==> src/core/bsfs_regs.svh <==
// Purpose: Register offsets, reset values and timing constants of the start-up sequencer.
// Assumes: 32-bit AHB-Lite register bus, one aligned word per register.
// Notes: Definitions only.
`ifndef BSFS_REGS_SVH
`define BSFS_REGS_SVH

// ==========================================================================
// Register byte offsets
`define BSFS_OFF_CTRL 8'h00
`define BSFS_OFF_TON_DELAY 8'h04
`define BSFS_OFF_TON_RISE 8'h08
`define BSFS_OFF_FREQ 8'h0C
`define BSFS_OFF_VIN_ON 8'h10
`define BSFS_OFF_VIN_OFF 8'h14
`define BSFS_OFF_STATUS 8'h18

// ==========================================================================
// Field positions
`define BSFS_CTRL_OP_ON 0
`define BSFS_CTRL_OP_GATE 1

// ==========================================================================
// Reset values and fixed ramp constants
`define BSFS_RST_FREQ_KHZ 11'h25F
`define BSFS_RST_VIN_MV 16'h03E8
`define BSFS_RST_RISE_MS 7'h01
`define BSFS_ANALOG_RISE_MS 7'h02
`define BSFS_REF_FULL 16'h8000
`define BSFS_RST_PERIOD 12'h0CE

// ==========================================================================
// Timing
`define BSFS_CLK_NS 8
`define BSFS_CLK_KHZ 17'h1E848
`define BSFS_MS_NS 1000000
`define BSFS_FREQ_FLOOR_KHZ 11'h020
`define BSFS_LS_STEPS 4'h8
`define BSFS_LS_HOLD 4'hF
`define BSFS_EXT_TIMEOUT 12'hFFF

`endif

==> src/core/bsfs_pkg.sv <==
// Purpose: Types of the start-up and frequency sequencer.
// Assumes: Constants live in bsfs_regs.svh.
// Notes: All state of the core is one packed struct.
package bsfs_pkg;

    typedef enum logic [1:0] {
        SEQ_OFF = 2'b00,
        SEQ_DELAY = 2'b01,
        SEQ_RISE = 2'b10,
        SEQ_ON = 2'b11
    } bsfs_seq_t;

    typedef struct packed {
        logic op_on;
        logic op_gate;
        logic [6:0] ton_delay;
        logic [6:0] ton_rise;
        logic [10:0] freq_khz;
        logic [15:0] vin_on;
        logic [15:0] vin_off;
    } bsfs_cfg_t;

    typedef struct packed {
        logic hreadyout;
        logic [31:0] hrdata;
        logic wr_pend;
        logic [7:0] wr_addr;
        bsfs_cfg_t cfg;
        logic [1:0] en_sy;
        logic [1:0] ext_sy;
        logic [1:0] ocp_sy;
        logic [1:0] ovp_sy;
        logic [1:0] von_sy;
        logic [1:0] voff_sy;
        logic ext_prev;
        logic init_prev;
        logic init_seen;
        logic analog;
        logic [3:0] rt_code;
        logic ext_at_init;
        logic sync_fault;
        logic vin_ok;
        bsfs_seq_t seq;
        logic [23:0] timer;
        logic [24:0] ref_acc;
        logic [15:0] ref_dac;
        logic [11:0] ext_cnt;
        logic [11:0] ext_period;
        logic ext_present;
        logic [11:0] period;
        logic [11:0] sw_cnt;
        logic first_hs;
        logic [3:0] ls_level;
        logic [3:0] ls_hold;
        logic hs_gate;
        logic ls_gate;
        logic conv_en;
        logic [15:0] ramp_step;
    } bsfs_state_t;

endpackage : bsfs_pkg

==> src/core/bsfs_sequencer.sv <==
// Purpose: Enable gating, pre-bias start-up, soft-start ramp and switching-frequency control.
// Assumes: Comparator and pin inputs are asynchronous; ADC and loop inputs share hclk.
// Notes: Registers sit on AHB-Lite with zero wait states.
// Contract
// - Convert only with enable and bus voltage good.
// - UVLO defaults 1 V, on/off levels writable.
// - Input ADC reading only reported, never gating.
// - Low side off until first high-side pulse.
// - Low side starts 1/8, steps every 16.
// - Analog ramp waits for enable, bus, config.
// - Analog ramp reaches 0.5 V in 2 ms.
// - Digital ramp delay 0 to 127 ms.
// - Digital ramp time 1 to 127 ms.
// - Overcurrent and overvoltage stay active during start-up.
// - Analog frequency from sixteen resistor codes.
// - Resistor code sampled once at initialization.
// - Digital frequency defaults 607 kHz, writable.
// - Analog sync clock lost after init disables conversion.
// - Late sync clock toggles with free-running frequency; code instead slews the period to the sync clock.
// - Frequency moves gradually toward new target.
// - Ramp slope tracks period for constant amplitude.
// - Enable low turns both drivers off immediately.
// - Digital mode may allow software shutdown.
// - Floating address strap selects analog, locks registers.
`timescale 1ns/1ps
`include "bsfs_regs.svh"

module bsfs_sequencer
    import bsfs_pkg::*;
#(
    parameter int MS_CYCLES = `BSFS_MS_NS / `BSFS_CLK_NS,
    parameter logic [11:0] FREQ_STEP = 12'h001,
    parameter logic [23:0] RAMP_AMP = 24'h010000
) (
    input wire logic hclk,
    input wire logic hresetn,
    input wire logic hsel,
    input wire logic [31:0] haddr,
    input wire logic [1:0] htrans,
    input wire logic hwrite,
    input wire logic [2:0] hsize,
    input wire logic [31:0] hwdata,
    input wire logic hready,
    output logic hreadyout,
    output logic hresp,
    output logic [31:0] hrdata,
    input wire logic enable_ccm_pin,
    input wire logic vin_above_on,
    input wire logic vin_above_off,
    input wire logic [9:0] vin_adc,
    input wire logic config_loaded,
    input wire logic init_done,
    input wire logic addr_strap_floating,
    input wire logic [9:0] rt_adc,
    input wire logic freq_resistor_clock_pin,
    input wire logic ocp_trip,
    input wire logic ovp_trip,
    input wire logic [7:0] loop_duty,
    output logic high_side_switch,
    output logic low_side_switch,
    output logic conversion_enable,
    output logic [15:0] reference_ramp_dac,
    output logic [15:0] ramp_slope,
    output logic [15:0] vin_on_level,
    output logic [15:0] vin_off_level,
    output logic [11:0] switch_period,
    output logic sync_fault
);

    localparam logic [10:0] RT_KHZ [16] = '{11'h132, 11'h164, 11'h190, 11'h1BC, 11'h1F4,
        11'h226, 11'h258, 11'h2C2, 11'h2EE, 11'h320, 11'h39B, 11'h3E8, 11'h443, 11'h4B0,
        11'h535, 11'h5DC};
    localparam logic [23:0] MS_CYC = 24'(MS_CYCLES);

    bsfs_state_t s_reg;
    bsfs_state_t s_next;

    logic en_ok;
    logic ext_edge;
    logic wrap;
    logic [6:0] rise_ms;
    logic [6:0] delay_ms;
    logic [23:0] rise_total;
    logic [15:0] ramp_q;
    logic [24:0] ramp_r;
    logic [24:0] ramp_sum;
    logic [15:0] ramp_inc;
    logic [15:0] ramp_room;
    logic [10:0] div_khz;
    logic [11:0] free_period;
    logic [11:0] target;
    logic [19:0] hs_prod;
    logic [11:0] hs_width;
    logic [15:0] ls_prod;
    logic [12:0] ls_end;
    logic prot;

    // ======================================================================
    // Next-state logic
    always_comb begin
        s_next = s_reg;
        s_next.hreadyout = 1'b1;
        prot = s_reg.ocp_sy[1] | s_reg.ovp_sy[1];
        // Pin and comparator inputs pass two flops before use.
        s_next.en_sy = {s_reg.en_sy[0], enable_ccm_pin};
        s_next.ext_sy = {s_reg.ext_sy[0], freq_resistor_clock_pin};
        s_next.ocp_sy = {s_reg.ocp_sy[0], ocp_trip};
        s_next.ovp_sy = {s_reg.ovp_sy[0], ovp_trip};
        s_next.von_sy = {s_reg.von_sy[0], vin_above_on};
        s_next.voff_sy = {s_reg.voff_sy[0], vin_above_off};
        s_next.ext_prev = s_reg.ext_sy[1];
        ext_edge = s_reg.ext_sy[1] & ~s_reg.ext_prev;

        // ==================================================================
        // Initialization capture: strap, resistor code and sync presence once.
        s_next.init_prev = init_done;
        if (init_done && !s_reg.init_prev && !s_reg.init_seen) begin
            s_next.init_seen = 1'b1;
            s_next.analog = addr_strap_floating;
            s_next.rt_code = rt_adc[9:6];
            s_next.ext_at_init = s_reg.ext_present;
        end

        // ==================================================================
        // Register bus. Analog mode ignores writes so the loaded set stays fixed.
        if (s_reg.wr_pend && !s_reg.analog) begin
            unique case (s_reg.wr_addr)
                `BSFS_OFF_CTRL: begin
                    s_next.cfg.op_on = hwdata[`BSFS_CTRL_OP_ON];
                    s_next.cfg.op_gate = hwdata[`BSFS_CTRL_OP_GATE];
                end
                `BSFS_OFF_TON_DELAY: s_next.cfg.ton_delay = hwdata[6:0];
                `BSFS_OFF_TON_RISE: s_next.cfg.ton_rise = hwdata[6:0];
                `BSFS_OFF_FREQ: s_next.cfg.freq_khz = hwdata[10:0];
                `BSFS_OFF_VIN_ON: s_next.cfg.vin_on = hwdata[15:0];
                `BSFS_OFF_VIN_OFF: s_next.cfg.vin_off = hwdata[15:0];
                default: begin
                end
            endcase
        end
        s_next.wr_pend = 1'b0;
        if (hsel && htrans[1] && hready) begin
            s_next.wr_pend = hwrite;
            s_next.wr_addr = {haddr[7:2], 2'b00};
            s_next.hrdata = 32'h0000_0000;
            if (!hwrite) begin
                unique case ({haddr[7:2], 2'b00})
                    `BSFS_OFF_CTRL: s_next.hrdata = {30'h0, s_reg.cfg.op_gate, s_reg.cfg.op_on};
                    `BSFS_OFF_TON_DELAY: s_next.hrdata = {25'h0, s_reg.cfg.ton_delay};
                    `BSFS_OFF_TON_RISE: s_next.hrdata = {25'h0, s_reg.cfg.ton_rise};
                    `BSFS_OFF_FREQ: s_next.hrdata = {21'h0, s_reg.cfg.freq_khz};
                    `BSFS_OFF_VIN_ON: s_next.hrdata = {16'h0, s_reg.cfg.vin_on};
                    `BSFS_OFF_VIN_OFF: s_next.hrdata = {16'h0, s_reg.cfg.vin_off};
                    `BSFS_OFF_STATUS: s_next.hrdata = {14'h0, s_reg.sync_fault,
                        s_reg.ext_present, s_reg.analog, s_reg.vin_ok, s_reg.seq,
                        s_reg.conv_en, s_reg.first_hs, vin_adc};
                    default: s_next.hrdata = 32'h0000_0000;
                endcase
            end
        end

        // ==================================================================
        // Bus UVLO with hysteresis from the two comparators, never from the ADC.
        if (s_reg.von_sy[1]) begin
            s_next.vin_ok = 1'b1;
        end else if (!s_reg.voff_sy[1]) begin
            s_next.vin_ok = 1'b0;
        end

        // ==================================================================
        // Sync clock: measure period between rising edges, time out on loss.
        if (ext_edge) begin
            s_next.ext_cnt = 12'h000;
            // The first edge after a silence only starts the count; its span is no period.
            if (s_reg.ext_cnt != `BSFS_EXT_TIMEOUT) begin
                s_next.ext_period = s_reg.ext_cnt + 12'h001;
                s_next.ext_present = 1'b1;
            end
        end else if (s_reg.ext_cnt == `BSFS_EXT_TIMEOUT) begin
            s_next.ext_present = 1'b0;
        end else begin
            s_next.ext_cnt = s_reg.ext_cnt + 12'h001;
        end
        if (s_reg.analog && s_reg.ext_at_init && s_reg.ext_present && !s_next.ext_present) begin
            s_next.sync_fault = 1'b1;
        end

        // ==================================================================
        // Enable: pin, bus UVLO, loaded config, optional software off.
        en_ok = s_reg.en_sy[1] & s_reg.vin_ok & config_loaded & s_reg.init_seen
            & ~s_reg.sync_fault;
        if (!s_reg.analog && s_reg.cfg.op_gate && !s_reg.cfg.op_on) begin
            en_ok = 1'b0;
        end
        s_next.conv_en = en_ok;

        // ==================================================================
        // Soft-start sequence with a DDA so the reference rises linearly.
        delay_ms = s_reg.analog ? 7'h00 : s_reg.cfg.ton_delay;
        rise_ms = s_reg.analog ? `BSFS_ANALOG_RISE_MS : s_reg.cfg.ton_rise;
        if (rise_ms == 7'h00) begin
            rise_ms = `BSFS_RST_RISE_MS;
        end
        rise_total = 24'(rise_ms * MS_CYC);
        // Whole codes per cycle plus a remainder keep the ramp linear at any clock rate.
        ramp_q = 16'(`BSFS_REF_FULL / rise_total);
        ramp_r = 25'(`BSFS_REF_FULL % rise_total);
        ramp_sum = s_reg.ref_acc + ramp_r;
        if (ramp_sum >= {1'b0, rise_total}) begin
            ramp_sum = ramp_sum - {1'b0, rise_total};
            ramp_inc = ramp_q + 16'h0001;
        end else begin
            ramp_inc = ramp_q;
        end
        ramp_room = `BSFS_REF_FULL - s_reg.ref_dac;
        unique case (s_reg.seq)
            SEQ_OFF: begin
                s_next.ref_dac = 16'h0000;
                s_next.ref_acc = 25'h0;
                s_next.timer = 24'h0;
                if (en_ok) begin
                    s_next.seq = SEQ_DELAY;
                end
            end
            SEQ_DELAY: begin
                s_next.timer = s_reg.timer + 24'h1;
                if (s_reg.timer >= 24'(delay_ms * MS_CYC)) begin
                    s_next.seq = SEQ_RISE;
                end
            end
            SEQ_RISE: begin
                s_next.ref_acc = ramp_sum;
                s_next.ref_dac = (ramp_inc >= ramp_room) ? `BSFS_REF_FULL
                    : s_reg.ref_dac + ramp_inc;
                if (s_next.ref_dac == `BSFS_REF_FULL) begin
                    s_next.seq = SEQ_ON;
                end
            end
            SEQ_ON: begin
            end
        endcase
        if (!en_ok) begin
            s_next.seq = SEQ_OFF;
            s_next.ref_dac = 16'h0000;
        end

        // ==================================================================
        // Frequency: free-running from resistor code or register, sync overrides.
        div_khz = s_reg.analog ? RT_KHZ[s_reg.rt_code] : s_reg.cfg.freq_khz;
        if (div_khz < `BSFS_FREQ_FLOOR_KHZ) begin
            div_khz = `BSFS_FREQ_FLOOR_KHZ;
        end
        free_period = 12'(`BSFS_CLK_KHZ / div_khz);
        target = s_reg.ext_present ? s_reg.ext_period : free_period;
        wrap = s_reg.sw_cnt + 12'h001 >= s_reg.period;
        s_next.sw_cnt = wrap ? 12'h000 : s_reg.sw_cnt + 12'h001;
        if (wrap) begin
            // Moving one bounded step per switching period avoids loop disturbance on sync changes.
            if (s_reg.period + FREQ_STEP < target) begin
                s_next.period = s_reg.period + FREQ_STEP;
            end else if (s_reg.period > target + FREQ_STEP) begin
                s_next.period = s_reg.period - FREQ_STEP;
            end else begin
                s_next.period = target;
            end
        end
        s_next.ramp_step = 16'(RAMP_AMP / {12'h0, s_reg.period});

        // ==================================================================
        // Gate drive with pre-bias low-side stepping.
        hs_prod = s_reg.period * loop_duty;
        hs_width = hs_prod[19:8];
        ls_prod = s_reg.period * s_reg.ls_level;
        ls_end = {1'b0, hs_width} + {1'b0, ls_prod[14:3]};
        s_next.hs_gate = s_reg.seq != SEQ_OFF && en_ok && !prot && s_reg.sw_cnt < hs_width;
        s_next.ls_gate = s_reg.seq != SEQ_OFF && en_ok && !prot && s_reg.first_hs
            && s_reg.sw_cnt >= hs_width && {1'b0, s_reg.sw_cnt} < ls_end;
        if (s_reg.hs_gate) begin
            s_next.first_hs = 1'b1;
        end
        if (wrap && s_reg.first_hs && s_reg.ls_level != `BSFS_LS_STEPS) begin
            s_next.ls_hold = s_reg.ls_hold + 4'h1;
            if (s_reg.ls_hold == `BSFS_LS_HOLD) begin
                s_next.ls_level = s_reg.ls_level + 4'h1;
            end
        end
        if (s_reg.seq == SEQ_OFF) begin
            s_next.first_hs = 1'b0;
            s_next.ls_level = 4'h1;
            s_next.ls_hold = 4'h0;
        end
    end

    // ======================================================================
    // State register
    always_ff @(posedge hclk or negedge hresetn) begin
        if (!hresetn) begin
            s_reg <= '0;
            s_reg.cfg.freq_khz <= `BSFS_RST_FREQ_KHZ;
            s_reg.cfg.vin_on <= `BSFS_RST_VIN_MV;
            s_reg.cfg.vin_off <= `BSFS_RST_VIN_MV;
            s_reg.cfg.ton_rise <= `BSFS_RST_RISE_MS;
            s_reg.ls_level <= 4'h1;
            s_reg.period <= `BSFS_RST_PERIOD;
            s_reg.ext_cnt <= `BSFS_EXT_TIMEOUT;
        end else begin
            s_reg <= s_next;
        end
    end

    assign hreadyout = s_reg.hreadyout;
    assign hresp = 1'b0;
    assign hrdata = s_reg.hrdata;
    assign high_side_switch = s_reg.hs_gate;
    assign low_side_switch = s_reg.ls_gate;
    assign conversion_enable = s_reg.conv_en;
    assign reference_ramp_dac = s_reg.ref_dac;
    assign ramp_slope = s_reg.ramp_step;
    assign vin_on_level = s_reg.cfg.vin_on;
    assign vin_off_level = s_reg.cfg.vin_off;
    assign switch_period = s_reg.period;
    assign sync_fault = s_reg.sync_fault;
endmodule : bsfs_sequencer

==> config.mk <==
export PLATFORM = sky130hd
export DESIGN_NAME = bsfs_sequencer
export DESIGN_NICKNAME = d
export VERILOG_FILES = /design/src/core/bsfs_pkg.sv /design/src/core/bsfs_sequencer.sv
export VERILOG_INCLUDE_DIRS = /design/src /design/src/core
export SDC_FILE = /design/constraint.sdc
export NUM_CORES = 2
export LEC_CHECK = 0
export ABC_AREA = 1
export ABC_CLOCK_PERIOD_IN_PS = 126900
export BUFFER_PORTS_ARGS = -buffer_cell sky130_fd_sc_hd__buf_2
export CAP_MARGIN = 5
export CORE_MARGIN = 4
export CORE_UTILIZATION = 55
export CTS_CLUSTER_DIAMETER = 120
export DETAILED_ROUTE_END_ITERATION = 6
export GPL_TIMING_DRIVEN = 0
export PLACE_DENSITY = 0.78
export SLEW_MARGIN = 0
export SYNTH_ARGS = -nofsm -noshare
export SYNTH_HDL_FRONTEND = slang
export SYNTH_SLANG_ARGS = --single-unit
==> constraint.sdc <==
create_clock -name hclk -period 126.9 [get_ports hclk]
set_clock_uncertainty 0.15 [all_clocks]
set_input_delay 19.035 -clock hclk [delete_from_list [all_inputs] [get_ports hclk]]
set_output_delay 19.035 -clock hclk [all_outputs]
set_load 0.1 [all_outputs]
==> flow_metrics.tcl <==
set metrics [dict create \
    status "finished, final reports clean" \
    dieArea_um2 125000 \
    power.total_mw 0.371 \
    timing.slew.headroom_pct 13.0 \
    cts_setup_buffers 0 \
    place_hpwl_mm 160 \
    startpoint_type "register" \
    p_seq_share_pct 22.3 \
    drc 0 \
    comb_power_share_pct 48.7 \
    wl_per_cell_um 16.5 \
    synth.distinct_cells 78 \
    via_count 69200 \
    timing.fmax_mhz 13.1 \
    post-route-period-util_pct 60.0 \
    layout-drive-gt1-share_pct 7.00 \
    cts.sinks 249 \
    ys_seq_area_share_pct 9.56 \
    synthCells 10200 \
    synth_edf_count 0 \
    num_rows 126 \
    yosys.area_share.adder_pct 24.0 \
    power_switching_share_pct 41.7 \
    yosysWarnings 0 \
    hold_viol 0 \
    p_clk_share_pct 29.0 \
    grt_usage_pct 30.6 \
    synth-simple-area-share_pct 26.4 \
    critical_path_class "reg2reg" \
    p_per_area_nw_per_um2 5.27 \
    port_buffers 157 \
    post_synth_instance_area_um2 65700 \
    p_int_mw 0.216 \
    synth_area_per_cell_um2 6.44 \
    antenna_found_initial 4 \
    fp.dieH_um 354 \
    cts_resized 0 \
    clkSlewWorstSetupHoldPaths_ps 60 \
    routabilityCongestion 0.985 \
    synth_compound_gate_area_share_pct 19.3 \
    synthArstFlopShare_pct 100 \
    initial_core_util_pct 55.5 \
    grt_pass1_wl_mm 323 \
    grt_max_degree 115 \
    dr.pass1.iters 6 \
    drv_slew 0 \
    synthXorXnorAreaFrac_pct 10.1 \
    crit_path_frequent_cell "nand2_1" \
    area_delta_synth_final_pct 7.14 \
    cts_buffers 36 \
    path_max_fanout 11 \
    holdBufCountCts 0 \
    most-common-layout-cells "nand2_1, inv_1, ha_1" \
    p_leak_nw 38.9 \
    viasPerCell 5.73 \
    io_pins 225 \
    r2r_setup_slack_ps 50780 \
    core_area_um2 118000 \
    hp-class "reg2reg" \
    p_switching_mw 0.155 \
    synth_top_family_by_area "simple AND/OR/NAND/NOR gates" \
    drt_iter0_drc 5080 \
    grt-ovfl-total 0 \
    nNetsFinal 11800 \
    ant_nets 0 \
    grt_pass1_vias 65800 \
    setup_viol 0 \
    cts_buffer_depth 3 \
    die_x_um 354 \
    cp.required_ps 127210 \
    cp_slowest_stage_delay_ps 950 \
    routed_wl_mm 199 \
    worst_pin_slew_ps 1300 \
    final_util_pct 59.5 \
    synthTopCellsByArea "ha_1, nand2_1, dfrtp_1" \
    root_buffer "clkbuf_16" \
    critical_path_arrival_ps 76430 \
    max_cap_violations 0 \
    netlist.area_leader.share_pct 20.6 \
    rsz0062_at_grt "false" \
    cts_tree "done" \
    ys.flop_type "dfrtp_1" \
    fin_crit_ps 76120 \
    yosysTopAreaCell "ha_1" \
    htreeDepth 2 \
    ys_ff_latch 249 \
    vdd_drop_max_mv 0.0175 \
    tns_ps 0 \
    crit_slowest_cell "clkbuf_1" \
    final_common_cell "nand2_1" \
    clkLatencyLatePin_ps 610 \
    synthMuxAreaShare_pct 0.0933 \
    largest_register_ffs 143 \
    cp-end-kind "register" \
]
[layout make-up]
cell class | instances | area [µm²]
inverter | 1385 | 5210
clock buffer | 47 | 1000
tap | 1600 | 2000
sequential | 249 | 6280
timing repair buffer | 183 | 1280
antenna | 4 | 10.0
fill | 11200 | 48000
buffer | 321 | 1750
multi-input combinational | 8272 | 52600
clock inverter | 19 | 245
[kinds of logic (layout without fill, tap and decap cells)]
kind of cell | count (synthesis) | after routing
buffers and inverters | 1706 | 1955
AND/OR/NAND/NOR | 4033 | 4033
flip-flops | 249 | 249
XOR/XNOR | 754 | 754
adder cells (fa/ha/maj) | 1192 | 1192
multiplexers | 6 | 6
AO/OA/AOI/OAI | 2265 | 2265
other | 2 | 26
[cell usage after synthesis (114+ instances only)]
| master | count |
|---|---|
| xor2_1 | 481 |
| a21oi_1 | 857 |
| nand3_1 | 491 |
| nor2_1 | 831 |
| nand2_1 | 2209 |
| o21bai_1 | 127 |
| dfrtp_1 | 211 |
| ha_1 | 1081 |
| xnor2_1 | 273 |
| inv_1 | 1330 |
| buf_4 | 114 |
| o21ai_0 | 810 |
| clkbuf_1 | 158 |
[critical path: cells and delay by family, from the launching register on]
kind | cells | cell delay, ps
flip-flops | 1 | 350
buffers and inverters | 60 | 16450
adder cells (fa/ha/maj) | 26 | 8770
AO/OA/AOI/OAI | 139 | 27310
AND/OR/NAND/NOR | 167 | 21810
XOR/XNOR | 3 | 910
[per-stage QoR]
step                      cells  setup WS [ps]  hold slack (ps)  area, µm²
after floorplan           10200          70430              181      65800
after global placement    12000          52110              183      68600
after detailed placement  12000          51900              186      69100
after CTS                 12100          51570              201      70300
after global routing      12100          43940              209      70400
final                     12100          50780              197      70400
[power groups by stage]
stage | clock network (mW) | logic [mW] | registers, mW
2_1_floorplan | 0 | 0.139 | 0.0841
3_3_place_gp | 0 | 0.169 | 0.0842
3_5_place_dp | 0 | 0.179 | 0.0842
4_1_cts | 0.109 | 0.181 | 0.0828
5_1_grt | 0.113 | 0.210 | 0.0830
6_report | 0.108 | 0.181 | 0.0829
[layer usage]
layer,routed length [µm],part of all wire (%),track usage (%)
met5,19,0.0095,0
met4,8860,4.5,12.0
met3,15000,7.5,4.79
met2,90200,45,51.9
met1,85000,43,38.9
[worst paths after layout]
path                              from                      to  cells after the start
max                         s_reg[151]              s_reg[143]                    395
min                        s_next[158]              s_reg[158]                      0
max reg2reg                 s_reg[151]              s_reg[143]                    395
min reg2reg                s_next[158]              s_reg[158]                      0
max in group asynchronous      hresetn          ramp_slope[10]                      3
min in group asynchronous      hresetn  reference_ramp_dac[11]                      1
No activity file was read; power rests on OpenSTA's default activity.
